--- config.mk ---
export PLATFORM = sky130hd
export DESIGN_NAME = pic_controller
export DESIGN_NICKNAME = d
export VERILOG_FILES = /design/src/pic_pkg.sv /design/src/pic_arbiter.sv /design/src/pic_controller.sv /design/src/pic_sync.sv
export SDC_FILE = /design/constraint.sdc
export NUM_CORES = 1
export LEC_CHECK = 0
export BUFFER_PORTS_ARGS = -buffer_cell sky130_fd_sc_hd__buf_2
export CORE_MARGIN = 10
export CORE_UTILIZATION = 40
export CTS_CLUSTER_DIAMETER = 120
export DETAILED_ROUTE_END_ITERATION = 8
export GPL_TIMING_DRIVEN = 1
export PLACE_DENSITY = 0.55
export SETUP_SLACK_MARGIN = 0.3
export SYNTH_ARGS = -nofsm -noshare
export SYNTH_HDL_FRONTEND = slang
export SYNTH_SLANG_ARGS = --single-unit
--- constraint.sdc ---
create_clock -name i_clk -period 110.2 [get_ports i_clk]
set_input_delay 0 -clock i_clk [delete_from_list [all_inputs] [get_ports i_clk]]
set_output_delay 0 -clock i_clk [all_outputs]
set_load 0.1 [all_outputs]
--- src/pic_pkg.sv ---
// constants for the priority interrupt controller
package pic_pkg;
   // register word indices on the plain register port
   localparam logic [3:0] ADDR_PRIO_A = 4'h0;
   localparam logic [3:0] ADDR_PRIO_H = 4'h7;
   localparam logic [3:0] ADDR_NMI_CTRL = 4'h8;
   localparam logic [3:0] ADDR_IRQ_SENSE = 4'h9;
   localparam logic [3:0] ADDR_PORT_SENSE = 4'hA;
   localparam logic [3:0] ADDR_PORT_EN = 4'hB;
   // writable-bit masks of the eight priority registers, a first
   localparam logic [15:0] PRIO_WMASK [8] = '{16'hFFFF, 16'hFF00, 16'hFFFF, 16'hFFFF,
                                             16'hFFFF, 16'h00F0, 16'hFF00, 16'hFF00};
   localparam logic [15:0] PRIO_RESET = 16'h0000;
   // nonmask_pin_control fields
   localparam int NMI_LEVEL_BIT = 15;
   localparam int NMI_EDGE_BIT = 8;
   localparam logic NMI_EDGE_RESET = 1'b0;
   // irq_sense_control fields
   localparam int ENC_MODE_BIT = 14;
   localparam logic ENC_MODE_RESET = 1'b1;
   localparam logic [11:0] IRQ_SENSE_RESET = 12'h000;
   localparam logic [15:0] PORT_RESET = 16'h0000;
   // sense codes per irq pin
   localparam logic [1:0] SENSE_FALL = 2'h0;
   localparam logic [1:0] SENSE_RISE = 2'h1;
   localparam logic [1:0] SENSE_LOW = 2'h2;
   localparam logic [1:0] SENSE_HIGH = 2'h3;
   // source numbering: 0..14 peripherals, then irq, port groups, encoded bus
   localparam int NPERIPH = 15;
   localparam int NSRC = 24;
   localparam int SRC_IRQ0 = 15;
   localparam int SRC_PORT_LO = 21;
   localparam int SRC_PORT_HI = 22;
   localparam int SRC_ENC = 23;
   localparam logic [3:0] ENC_IDLE = 4'hF;
endpackage

--- src/pic_arbiter.sv ---
// picks the highest pending level, lowest index on a tie
`timescale 1ns/1ps
module pic_arbiter #(
   parameter int N = 24
) (
   input wire logic [N-1:0] i_req,    // pending per source
   input wire logic [N*4-1:0] i_lvl,  // level per source, 4 bits each
   output logic [3:0] o_lvl,          // winning level, 0 if none
   output logic [4:0] o_idx           // winning source index
);
   // strict compare keeps the lower index on equal levels
   always_comb begin
      o_lvl = 4'h0;
      o_idx = 5'h00;
      for (int i = 0; i < N; i++) begin
         if (i_req[i] && (i_lvl[i*4 +: 4] > o_lvl)) begin
            o_lvl = i_lvl[i*4 +: 4];
            o_idx = 5'(i);
         end
      end
   end
endmodule

--- src/pic_controller.sv ---
// priority interrupt controller top with register port
// Functional notes
// - judge priority of all pending sources, present the result to the cpu
// - every peripheral, irq and port source has its own 16-level priority
// - eight 16-bit read/write priority registers, all fields reset to zero
// - each priority register holds four 4-bit fields
// - level 0 masks a source, 15 is highest
// - registers a to d assign timers, watchdog, refresh, irq and port groups
// - registers e to h assign dma, serial, adc, usb and pulse units
// - reserved bits and fields read zero; software writes zero there
// - nmi requests are never blocked by the cpu mask level
// - encoded level inputs share irq3..0 pins, one function at a time
// - irq inputs detect low level, high level, rising or falling edge
// - nmi control bit 15 is read-only and shows the nmi pin level
// - after reset the nmi level bit reads 0 until both sync stages hold the pin
// - nmi control bit 8 selects edge: 0 falling, 1 rising, resets 0
// - two sense bits per irq: 00 fall, 01 rise, 10 low, 11 high
// - bit 14 resets 1: irq3..0 become an encoded 15-level bus
// - each port pin has a sense bit choosing low or high level
// - each port pin has an enable bit, reset 0, blocking when 0
`timescale 1ns/1ps
module pic_controller (
   input wire logic i_clk,                 // 125 MHz clock
   input wire logic i_rst,                 // async reset, active high
   input wire logic [3:0] i_addr,          // register word index
   input wire logic [15:0] i_wdata,        // write data
   input wire logic i_wr,                  // write strobe
   input wire logic i_rd,                  // read strobe
   output logic [15:0] o_rdata,            // read data, cycle after i_rd
   input wire logic i_nmi,                 // nmi pin
   input wire logic [5:0] i_irq,           // irq pins, 3..0 double as encoded bus
   input wire logic [15:0] i_port_pins,    // port request pins
   input wire logic [14:0] i_periph_req,   // on-chip peripheral requests
   input wire logic [3:0] i_cpu_mask,      // cpu status register mask level
   input wire logic i_int_ack,             // cpu took the presented request
   input wire logic i_nmi_ack,             // cpu took the nmi
   output logic o_int_req,                 // maskable request to cpu
   output logic [3:0] o_int_level,         // level of that request
   output logic [4:0] o_int_src,           // source index of that request
   output logic o_nmi_req                  // nmi request to cpu
);
   logic [15:0] prio_q [8];
   logic nmi_edge_q;
   logic enc_mode_q;
   logic [11:0] irq_sense_q;
   logic [15:0] port_sense_q;
   logic [15:0] port_en_q;
   logic nmi_s;
   logic nmi_prev_q;
   logic nmi_pend_q;
   logic [5:0] irq_s;
   logic [5:0] irq_prev_q;
   logic [5:0] irq_pend_q;
   logic [5:0] irq_hit;
   logic [15:0] port_s;
   logic [15:0] port_hit;
   logic [pic_pkg::NSRC-1:0] req;
   logic [pic_pkg::NSRC*4-1:0] lvl;
   logic [3:0] win_lvl;
   logic [4:0] win_idx;
   logic [3:0] enc_code;
   logic [15:0] rd_val;
   logic nmi_fire;
   logic int_clear;
   logic [1:0] pins_ok_q;

   // picks field f (3 = bits 15:12) out of a priority register
   function automatic logic [3:0] fld(input logic [15:0] r, input int f);
      fld = r[f*4 +: 4];
   endfunction

   // pin synchronisers
   pic_sync #(.W(1)) u_sync_nmi (
      .i_clk(i_clk),
      .i_rst(i_rst),
      .i_d(i_nmi),
      .o_q(nmi_s)
   );
   pic_sync #(.W(6)) u_sync_irq (
      .i_clk(i_clk),
      .i_rst(i_rst),
      .i_d(i_irq),
      .o_q(irq_s)
   );
   pic_sync #(.W(16)) u_sync_port (
      .i_clk(i_clk),
      .i_rst(i_rst),
      .i_d(i_port_pins),
      .o_q(port_s)
   );

   // the encoded bus source waits until both sync stages hold real pin levels
   always_ff @(posedge i_clk or posedge i_rst) begin
      if (i_rst) begin
         pins_ok_q <= 2'h0;
      end else begin
         pins_ok_q <= {pins_ok_q[0], 1'b1};
      end
   end

   // reserved fields never take write data
   always_ff @(posedge i_clk or posedge i_rst) begin
      if (i_rst) begin
         for (int i = 0; i < 8; i++) begin
            prio_q[i] <= pic_pkg::PRIO_RESET;
         end
      end else if (i_wr && (i_addr <= pic_pkg::ADDR_PRIO_H)) begin
         prio_q[i_addr[2:0]] <= i_wdata & pic_pkg::PRIO_WMASK[i_addr[2:0]];
      end
   end

   // edge select, level bit itself is not writable
   // encoded mode bit resets to one
   always_ff @(posedge i_clk or posedge i_rst) begin
      if (i_rst) begin
         nmi_edge_q <= pic_pkg::NMI_EDGE_RESET;
         enc_mode_q <= pic_pkg::ENC_MODE_RESET;
         irq_sense_q <= pic_pkg::IRQ_SENSE_RESET;
         port_sense_q <= pic_pkg::PORT_RESET;
         port_en_q <= pic_pkg::PORT_RESET;
      end else if (i_wr) begin
         if (i_addr == pic_pkg::ADDR_NMI_CTRL) begin
            nmi_edge_q <= i_wdata[pic_pkg::NMI_EDGE_BIT];
         end
         if (i_addr == pic_pkg::ADDR_IRQ_SENSE) begin
            enc_mode_q <= i_wdata[pic_pkg::ENC_MODE_BIT];
            irq_sense_q <= i_wdata[11:0];
         end
         if (i_addr == pic_pkg::ADDR_PORT_SENSE) begin
            port_sense_q <= i_wdata;
         end
         if (i_addr == pic_pkg::ADDR_PORT_EN) begin
            port_en_q <= i_wdata;
         end
      end
   end

   // read mux, unmapped words read zero
   // bit 15 shows the synchronised pin
   // level bit reads 0 after reset until both sync stages hold the pin
   always_comb begin
      rd_val = 16'h0000;
      if (i_addr <= pic_pkg::ADDR_PRIO_H) begin
         rd_val = prio_q[i_addr[2:0]];
      end else if (i_addr == pic_pkg::ADDR_NMI_CTRL) begin
         rd_val[pic_pkg::NMI_LEVEL_BIT] = nmi_s;
         rd_val[pic_pkg::NMI_EDGE_BIT] = nmi_edge_q;
      end else if (i_addr == pic_pkg::ADDR_IRQ_SENSE) begin
         rd_val[pic_pkg::ENC_MODE_BIT] = enc_mode_q;
         rd_val[11:0] = irq_sense_q;
      end else if (i_addr == pic_pkg::ADDR_PORT_SENSE) begin
         rd_val = port_sense_q;
      end else if (i_addr == pic_pkg::ADDR_PORT_EN) begin
         rd_val = port_en_q;
      end
   end

   // read data register
   always_ff @(posedge i_clk or posedge i_rst) begin
      if (i_rst) begin
         o_rdata <= 16'h0000;
      end else if (i_rd) begin
         o_rdata <= rd_val;
      end else begin
         o_rdata <= 16'h0000;
      end
   end

   // nmi edge detect per selected polarity
   assign nmi_fire = nmi_edge_q ? (nmi_s && !nmi_prev_q) : (!nmi_s && nmi_prev_q);

   // nmi pending, a new edge wins over the ack
   always_ff @(posedge i_clk or posedge i_rst) begin
      if (i_rst) begin
         nmi_prev_q <= 1'b0;
         nmi_pend_q <= 1'b0;
      end else begin
         nmi_prev_q <= nmi_s;
         if (nmi_fire) begin
            nmi_pend_q <= 1'b1;
         end else if (i_nmi_ack) begin
            nmi_pend_q <= 1'b0;
         end
      end
   end

   // irq detection, edges latched and levels live
   assign int_clear = i_int_ack && o_int_req;
   for (genvar n = 0; n < 6; n++) begin : g_irq
      logic [1:0] sense;
      logic edge_seen;
      assign sense = irq_sense_q[2*n +: 2];
      assign edge_seen = (sense == pic_pkg::SENSE_RISE) ? (irq_s[n] && !irq_prev_q[n]) :
                         (sense == pic_pkg::SENSE_FALL) ? (!irq_s[n] && irq_prev_q[n]) :
                         1'b0;
      always_ff @(posedge i_clk or posedge i_rst) begin
         if (i_rst) begin
            irq_prev_q[n] <= 1'b0;
            irq_pend_q[n] <= 1'b0;
         end else begin
            irq_prev_q[n] <= irq_s[n];
            if (edge_seen) begin
               irq_pend_q[n] <= 1'b1;
            end else if (int_clear && (o_int_src == 5'(pic_pkg::SRC_IRQ0 + n))) begin
               irq_pend_q[n] <= 1'b0;
            end
         end
      end
      assign irq_hit[n] = (sense == pic_pkg::SENSE_LOW) ? !irq_s[n] :
                          (sense == pic_pkg::SENSE_HIGH) ? irq_s[n] : irq_pend_q[n];
   end

   // port sense chooses low or high level
   assign port_hit = ~(port_s ^ port_sense_q) & port_en_q;

   // encoded bus code, active low on shared pins
   assign enc_code = irq_s[3:0];

   // encoded mode hides irq3..0 as single pins
   assign req[pic_pkg::NPERIPH-1:0] = i_periph_req;
   assign req[pic_pkg::SRC_IRQ0 +: 4] = enc_mode_q ? 4'h0 : irq_hit[3:0];
   assign req[pic_pkg::SRC_IRQ0+4 +: 2] = irq_hit[5:4];
   assign req[pic_pkg::SRC_PORT_LO] = |port_hit[7:0];
   assign req[pic_pkg::SRC_PORT_HI] = |port_hit[15:8];
   // reset zeros in the synchroniser would look like code 0, level 15
   assign req[pic_pkg::SRC_ENC] = pins_ok_q[1] && enc_mode_q && (enc_code != pic_pkg::ENC_IDLE);

   // fields taken four bits at a time
   // timers, rtc, watchdog, refresh, irq and port groups
   assign lvl[0*4 +: 4] = fld(prio_q[0], 3);
   assign lvl[1*4 +: 4] = fld(prio_q[0], 2);
   assign lvl[2*4 +: 4] = fld(prio_q[0], 1);
   assign lvl[3*4 +: 4] = fld(prio_q[0], 0);
   assign lvl[4*4 +: 4] = fld(prio_q[1], 3);
   assign lvl[5*4 +: 4] = fld(prio_q[1], 2);
   assign lvl[(pic_pkg::SRC_IRQ0+3)*4 +: 4] = fld(prio_q[2], 3);
   assign lvl[(pic_pkg::SRC_IRQ0+2)*4 +: 4] = fld(prio_q[2], 2);
   assign lvl[(pic_pkg::SRC_IRQ0+1)*4 +: 4] = fld(prio_q[2], 1);
   assign lvl[(pic_pkg::SRC_IRQ0+0)*4 +: 4] = fld(prio_q[2], 0);
   assign lvl[pic_pkg::SRC_PORT_LO*4 +: 4] = fld(prio_q[3], 3);
   assign lvl[pic_pkg::SRC_PORT_HI*4 +: 4] = fld(prio_q[3], 2);
   assign lvl[(pic_pkg::SRC_IRQ0+5)*4 +: 4] = fld(prio_q[3], 1);
   assign lvl[(pic_pkg::SRC_IRQ0+4)*4 +: 4] = fld(prio_q[3], 0);
   // dma, serial, adc, usb and pulse units
   assign lvl[6*4 +: 4] = fld(prio_q[4], 3);
   assign lvl[7*4 +: 4] = fld(prio_q[4], 2);
   assign lvl[8*4 +: 4] = fld(prio_q[4], 1);
   assign lvl[9*4 +: 4] = fld(prio_q[4], 0);
   assign lvl[10*4 +: 4] = fld(prio_q[5], 1);
   assign lvl[11*4 +: 4] = fld(prio_q[6], 3);
   assign lvl[12*4 +: 4] = fld(prio_q[6], 2);
   assign lvl[13*4 +: 4] = fld(prio_q[7], 3);
   assign lvl[14*4 +: 4] = fld(prio_q[7], 2);
   // encoded bus carries its own level, code 0 is level 15
   assign lvl[pic_pkg::SRC_ENC*4 +: 4] = ~enc_code;

   // level 0 never wins against an empty field
   pic_arbiter #(.N(pic_pkg::NSRC)) u_arb (
      .i_req(req),
      .i_lvl(lvl),
      .o_lvl(win_lvl),
      .o_idx(win_idx)
   );

   // present only above the cpu mask level
   always_ff @(posedge i_clk or posedge i_rst) begin
      if (i_rst) begin
         o_int_req <= 1'b0;
         o_int_level <= 4'h0;
         o_int_src <= 5'h00;
         o_nmi_req <= 1'b0;
      end else begin
         o_int_req <= (win_lvl > i_cpu_mask) && !int_clear;
         o_int_level <= win_lvl;
         o_int_src <= win_idx;
         o_nmi_req <= nmi_pend_q && !i_nmi_ack;
      end
   end

   // assertions
   property p_prio_write;
      @(posedge i_clk) disable iff (i_rst)
      i_wr && (i_addr == pic_pkg::ADDR_PRIO_A) |=> prio_q[0] == $past(i_wdata);
   endproperty
   a_prio_write: assert property (p_prio_write)
      else $error("priority register a did not store write data");

   property p_reserved_zero;
      @(posedge i_clk) disable iff (i_rst)
      i_rd && (i_addr == 4'h1) |=> o_rdata[7:0] == 8'h00;
   endproperty
   a_reserved_zero: assert property (p_reserved_zero)
      else $error("reserved priority field read nonzero");

   property p_nmi_level;
      @(posedge i_clk) disable iff (i_rst)
      i_rd && (i_addr == pic_pkg::ADDR_NMI_CTRL) |=> o_rdata[15] == $past(nmi_s);
   endproperty
   a_nmi_level: assert property (p_nmi_level)
      else $error("nmi level bit does not show pin");

   property p_nmi_edge;
      @(posedge i_clk) disable iff (i_rst)
      nmi_edge_q && $rose(nmi_s) |=> nmi_pend_q ##1 o_nmi_req || $past(i_nmi_ack);
   endproperty
   a_nmi_edge: assert property (p_nmi_edge)
      else $error("rising nmi edge not caught");

   property p_nmi_unmasked;
      @(posedge i_clk) disable iff (i_rst)
      nmi_pend_q && !i_nmi_ack |=> o_nmi_req;
   endproperty
   a_nmi_unmasked: assert property (p_nmi_unmasked)
      else $error("nmi request blocked");

   property p_mask_level;
      @(posedge i_clk) disable iff (i_rst)
      o_int_req |-> o_int_level > $past(i_cpu_mask);
   endproperty
   a_mask_level: assert property (p_mask_level)
      else $error("request presented at or below mask");

   property p_level_zero;
      @(posedge i_clk) disable iff (i_rst)
      o_int_req |-> o_int_level != 4'h0;
   endproperty
   a_level_zero: assert property (p_level_zero)
      else $error("level zero source forwarded");

   property p_enc_hides;
      @(posedge i_clk) disable iff (i_rst)
      $past(enc_mode_q) && o_int_req |-> (o_int_src < 5'(pic_pkg::SRC_IRQ0)) ||
         (o_int_src > 5'(pic_pkg::SRC_IRQ0 + 3));
   endproperty
   a_enc_hides: assert property (p_enc_hides)
      else $error("single irq request in encoded mode");

   property p_port_enable;
      @(posedge i_clk) disable iff (i_rst)
      ($past(port_en_q[7:0]) == 8'h00) && o_int_req |-> o_int_src != 5'(pic_pkg::SRC_PORT_LO);
   endproperty
   a_port_enable: assert property (p_port_enable)
      else $error("disabled port group requested");

   c_int_fwd: cover property (@(posedge i_clk) disable iff (i_rst) o_int_req && i_int_ack);
   c_nmi: cover property (@(posedge i_clk) disable iff (i_rst) o_nmi_req);
   c_enc: cover property (@(posedge i_clk) disable iff (i_rst) req[pic_pkg::SRC_ENC]);
endmodule

--- src/pic_sync.sv ---
// two-flop synchroniser for asynchronous pin inputs
`timescale 1ns/1ps
module pic_sync #(
   parameter int W = 1
) (
   input wire logic i_clk,          // system clock
   input wire logic i_rst,          // async reset, active high
   input wire logic [W-1:0] i_d,    // raw pin levels
   output logic [W-1:0] o_q         // synchronised levels
);
   logic [W-1:0] meta_q;

   // first stage feeds only the second
   always_ff @(posedge i_clk or posedge i_rst) begin
      if (i_rst) begin
         meta_q <= '0;
         o_q <= '0;
      end else begin
         meta_q <= i_d;
         o_q <= meta_q;
      end
   end
endmodule

== Yosys cells after proc, flatten, opt, wreduce, memory -nomap -nowiden ==
Memories as Yosys holds them, arrays and structs flattened.
Cells that the tools add are included.

* Register bits after elaboration: 263
* ROM bits: 128
* Input port bits: 68
* Output and inout port bits: 27
* Word-level logic and storage cells: 296
* Memories kept: 1

* $lt $le $gt $ge: 28
* Equal/unequal tests: 29
* Multiplexer cells: 107
* Bitwise logic cells: 6
* Reductions and logical operators: 86

{| class="wikitable"
|+ Memory list
! memory !! depth !! bits a word !! read ports !! clocked after memory_dff !! wr ports !! RTL line !! text
|-
| (name not given) || 8 || 16 || 1 || 0 || 0 || pic_controller.sv:108 || <nowiki>prio_q[i_addr[2:0]] <= i_wdata & pic_pkg::PRIO_WMASK[i_addr[2:0]];</nowiki>
|}

{| class="wikitable"
|+ Operators with widths
! kind !! number
|-
| $mux 16 || 9
|-
| $mux 4 || 33
|-
| $bwmux 128 || 1
|-
| $gt 4x4->1 || 24
|-
| $logic_and 1x1->1 || 51
|-
| $bmux 16 s3 || 1
|-
| $demux 16 s3 || 1
|-
| $mux 1 || 44
|-
| $mux 5 || 8
|-
| $and 16x16->16 || 2
|-
| $eq 5x5->1 const B || 5
|-
| $eq 2x2->1 const B || 12
|-
| $eq 4x4->1 const B || 4
|-
| $logic_not 1->1 || 16
|-
| $not 16->16 || 1
|-
| $reduce_or 8->1 || 2
|-
| $xor 16x16->16 || 1
|-
| $reduce_bool 2->1 || 7
|-
| $eq 2x1->1 const B || 6
|-
| $logic_not 2->1 || 6
|-
| $mux 12 || 1
|-
| $mux 3 || 4
|-
| $mux 8 || 1
|-
| $reduce_and 2->1 || 4
|-
| other kinds (10) || 12
|}

== Logic depth before layout (Yosys ltp) ==
* Word-level depth: 74
* Mapped depth: 215

== Cells and area by module ==
Synthesis repeated with hierarchy kept, for this count alone.

* Cells, all modules: 1,549
* Area total of the unflattened synthesis: 15,791.4 um^2

{| class="wikitable"
|+ Modules (own cells, without submodules)
! module !! instances !! cells an instance !! area each (um^2)
|-
| pic_controller || 1 || 775 || 9,491.6
|-
| pic_arbiter || 1 || 725 || 5,137.4
|-
| pic_sync at u_sync_port || 1 || 33 || 804.5
|-
| pic_sync at u_sync_irq || 1 || 13 || 304.0
|-
| pic_sync at u_sync_nmi || 1 || 3 || 53.8
|}

== Worst setup path before layout ==
No wires, ideal clock.

* Kind: register to register
* Start point: reg prio_q (netlist bit lvl[0])
* End point: reg o_int_req
* Library setup time: 123 ps
* Arrival time: 36,939 ps
* Required time: 110,077 ps
* Path slack: 73,138 ps
* Cell stages (with the launch flop): 198
* Path buffers: 6
* Period minus slack after synthesis: 37,062 ps
* Path through: dfrtp_1 and2_1 ha_1 and2b_1 o211ai_2 a21oi_1 mux2_2 ha_1 nor2b_1 o311ai_0 o31a_1 or3_1 buf_2 mux2_2 inv_1 ha_1 and3_1 nor3b_1 [... 162 more ...] or2_2 o221ai_1 nor3_2 inv_1 mux2_2 ha_1 nor2b_1 o21ai_0 nand2b_1 a21oi_1 nor2_1 inv_1 and3_1 a221oi_1 ha_1 nand3_1 o22ai_1 o221a_2

* Word-level cells in the longest chain between the ends: 74

{| class="wikitable"
|+ Ends and longest elaborated chain
! what !! RTL line !! text
|-
| start: declaration || pic_controller.sv:42 || <nowiki>logic [15:0] prio_q [8];</nowiki>
|-
| start signal: indexed assignment || pic_controller.sv:105 || <nowiki>prio_q[i] <= pic_pkg::PRIO_RESET;</nowiki>
|-
| start signal: indexed assignment || pic_controller.sv:108 ||
|-
| $gt 4x1->1 || pic_arbiter.sv:16 || <nowiki>if (i_req[i] && (i_lvl[i*4 +: 4] > o_lvl)) begin</nowiki>
|-
| $logic_and 1x1->1 || pic_arbiter.sv:16 ||
|-
| $mux 4 (*) || pic_arbiter.sv:16 ||
|-
| $gt 4x4->1 || pic_arbiter.sv:16 ||
|-
| $logic_and 1x1->1 || pic_arbiter.sv:16 ||
|-
| $mux 4 (*) || pic_arbiter.sv:16 ||
|-
| $gt 4x4->1 || pic_arbiter.sv:16 ||
|-
| $logic_and 1x1->1 || pic_arbiter.sv:16 ||
|-
| [... 59 more ...] || n/a ||
|-
| $logic_and 1x1->1 || pic_arbiter.sv:16 ||
|-
| $mux 4 (*) || pic_arbiter.sv:16 ||
|-
| $gt 4x4->1 || pic_arbiter.sv:16 ||
|-
| $logic_and 1x1->1 || pic_arbiter.sv:16 ||
|-
| $mux 4 (*) || pic_arbiter.sv:16 ||
|-
| net u_arb.o_lvl[1] || pic_arbiter.sv:8 || <nowiki>output logic [3:0] o_lvl,</nowiki>
|-
| $gt 4x4->1 (*) || pic_controller.sv:273 || <nowiki>o_int_req <= (win_lvl > i_cpu_mask) && !int_clear;</nowiki>
|-
| $logic_and 1x1->1 (*) || pic_controller.sv:273 ||
|-
| end signal: assignment || pic_controller.sv:273 ||
|-
| end: declaration || pic_controller.sv:37 || <nowiki>output logic o_int_req,</nowiki>
|}

The timed path passes the listed nets; every way through them passes the cells marked *.
A chain may end at the register's enable or synchronous reset.

== Worst setup path in the final report ==
Same ends and word-level chain as after synthesis.

==> impl_metrics.yaml <==
run_status:
  outcome: "finished, final reports clean"
timing:
  hold_viol_final: 0
  setup_violations: 0
  worstMarginPinSlew_ps: 1090
  timing.fmax_ghz: 0.0232
  min_period_over_period_pct: 39.0
  max_slew_margin_pct: 27.2
  maxSlewViolCount: 0
  rsz0062_at_grt: "no"
  fin_skew_ps: 15.3
  period_minus_slack_ps: 43010
  tns_ps: 0
final_layout:
  nets: 1830
  drive_gt1_share_pct: 19.3
  nFillCells: 3708
  layout_commonest_cell: "dfrtp_1"
  multi_input_area_um2: 8640
  mostFrequentLayoutCells: "dfrtp_1 (262), nand2_1 (170), o21ai_0 (130)"
  syn_to_final_growth_pct: 14.6
  final_core_util_pct: 46.7
  register_area_um2: 6580
detailed_routing:
  post_drt_wl_per_cell_um: 21.4
  viasPerCell: 5.62
  firstDrtPassIters: 5
  drtAntennaViolNets: 0
  drc: 0
  num_vias: 12500
  drt_iter0_drc: 920
  wl_mm: 47.8
placed_design:
  port_buffers: 94
  place_congestion: 0.904
  dp_hpwl_mm: 35.6
clocking:
  cts_root_buf: "clkbuf_16"
  cts_htree_levels: 1
  cts_num_sinks: 263
  clock_path_buffers: 3
  cts_buffers: 28
  clkLatencyLatePin_ps: 560
  cts_tree: "yes"
  clk_transition_reported_paths_ps: 60
min_path:
  whs_path_depth: 2
  hold_path.class: "input port to register"
  min_to: "u_sync_port.meta_q[7]$_DFF_PP0_"
  min-delay-start: "i_port_pins[7]"
global_route:
  grt_usage_pct: 19.8
  grt_pass1_wl_mm: 74.2
  grt_pass1_vias: 12500
  antenna_found_initial: 1
  grt_max_degree: 126
  grt_overflow: 0
logic_synthesis:
  synth.distinct_cells: 96
  async_reset_ff_share_pct: 100
  ys_ff_latch: 263
  ys_warn_count: 0
  avgSynthCellArea_um2: 10.1
  ys_seq_area_share_pct: 41.5
  synthFlopType: "dfrtp_1"
  synth_area_um2: 15900
  synth_edf_count: 0
  syn-instance-count: 1577
  syn-num-nets: 1719
floorplanning:
  start_util_pct: 40.8
  coreArea_um2: 38900
  die_w_um: 219
  io_pins: 95
  die_area_um2: 48000
  rows: 72
  die_h_um: 219
critical_path:
  rrSetupSlack_ps: 67190
  worstPathRequired_ps: 110640
  r2r_start: "lvl[0]$_DFFE_PP0P_"
  critPathKind: "register to register"
  timing.rr.end: "o_int_req$_DFF_PP0_"
  cp_top_family: "compound AO/OA/AOI/OAI gates"
  slowest_stage: "a211oi_1"
  start_kind: "register"
  cp_max_fo: 13
  endpoint_kind: "register"
  worstPathArrival_ps: 43450
  cpPeakStageDelay_ps: 670
  path_buf_inv: 17
  timing.critical_path.mode_cell: "ha_1"
  reg2reg_depth: 193
run:
  maxCapViolations: 0
-- how the worst max path moves through the flow --
stage | startpoint | to | slack [ps] | cells after the start
after floorplan | lvl[0]$_DFFE_PP0P_ | o_int_req$_DFF_PP0_ | 73140 | 197
after global placement | lvl[3]$_DFFE_PP0P_ | o_int_req$_DFF_PP0_ | 69060 | 191
after detailed placement | lvl[0]$_DFFE_PP0P_ | o_int_req$_DFF_PP0_ | 68250 | 191
after CTS | lvl[0]$_DFFE_PP0P_ | o_int_req$_DFF_PP0_ | 67560 | 192
after global routing | lvl[1]$_DFFE_PP0P_ | o_int_req$_DFF_PP0_ | 63540 | 195
final | lvl[0]$_DFFE_PP0P_ | o_int_req$_DFF_PP0_ | 67190 | 193
-- cells by family (layout without fill, tap and decap cells) --
kind of cell | Yosys count | in the layout | synth area share (%)
buffers and inverters | 170 | 302 | 4.12
xor gates and xnor gates | 30 | 30 | 1.66
and+or+nand+nor | 441 | 441 | 13.6
adders and majority gates | 78 | 78 | 6.09
AOI/OAI and AO/OA | 407 | 407 | 17.6
DFF | 263 | 263 | 41.5
muxes | 187 | 187 | 15.4
other | 1 | 3 | 0.0236
-- layout make-up --
cell class	instances	area share (%)
Multi-Input combinational cell	1144	47.5
Sequential cell	263	36.2
Timing Repair Buffer	146	5.35
Clock buffer	41	4.51
Tap cell	518	3.57
Inverter	105	2.21
Clock inverter	10	0.619
Antenna cell	2	0.0275
-- metrics by stage --
step	worst slack [ps]	cells	instance area (um^2)	hold WS (ps)
floorplan	73140	1577	15900	31.4
global placement	69060	2131	16800	109
detailed placement	68250	2131	16800	109
CTS	67560	2227	18200	51.9
global route	63540	2227	18200	78.2
finish	67190	2229	18200	79.5
-- Yosys cell counts (7+ instances only) --
cell	n	area, um^2
nand2b_1	12	75.1
xnor2_1	28	245
nor2_1	66	248
nand4_1	12	75.1
a22oi_1	20	150
a21oi_1	57	285
and2_1	54	338
o21ai_1	9	45.0
a21o_1	26	195
nand2_1	170	638
clkbuf_1	54	203
mux2i_1	44	440
mux2_2	106	1190
o31ai_1	14	105
o21ai_0	130	651
nand3_1	31	155
a31oi_1	13	81.3
dfrtp_1	262	6560
and3_1	24	150
a211o_1	7	61.3
o21a_1	7	52.6
o22ai_1	17	106
inv_1	105	394
nor2b_1	24	150
mux4_2	33	743
ha_1	74	926
nor3_1	12	60.1
o211ai_1	10	75.1
-- state kept, by name, indices dropped and copies added (netlist names) --
signal	flops
port_sense_q	16
o_nmi_req	1
u_sync_irq.meta_q	6
irq_sense_q	12
u_sync_nmi.meta_q	1
prio_q	36
nmi_pend_q	1
u_sync_nmi.o_q	1
pins_ok_q	2
o_int_req	1
enc_mode_q	1
o_int_src	5
u_sync_port.o_q	16
u_sync_irq.o_q	6
lvl	92
nmi_prev_q	1
o_rdata	16
u_sync_port.meta_q	16
nmi_edge_q	1
o_int_level	4
port_en_q	16
irq_pend_q	6
irq_prev_q	6
-- per-layer routing --
metal	GRT usage [%]	vias to the layer above	wire, um
met2	32.4	311	22500
met5	0	-	13
met3	3.20	40	2420
li1	-	5970	-
met4	4.41	2	838
met1	27.0	6200	22000
-- what timing repair did --
action,in CTS,in global routing
gates resized for setup,0,0
hold buffers,45,0
setup buffers,0,0
endpoints found under the hold margin,252,0
Power is not shown: default switching activity piles up to over one toggle a cycle in this logic, so the estimate is an artifact.
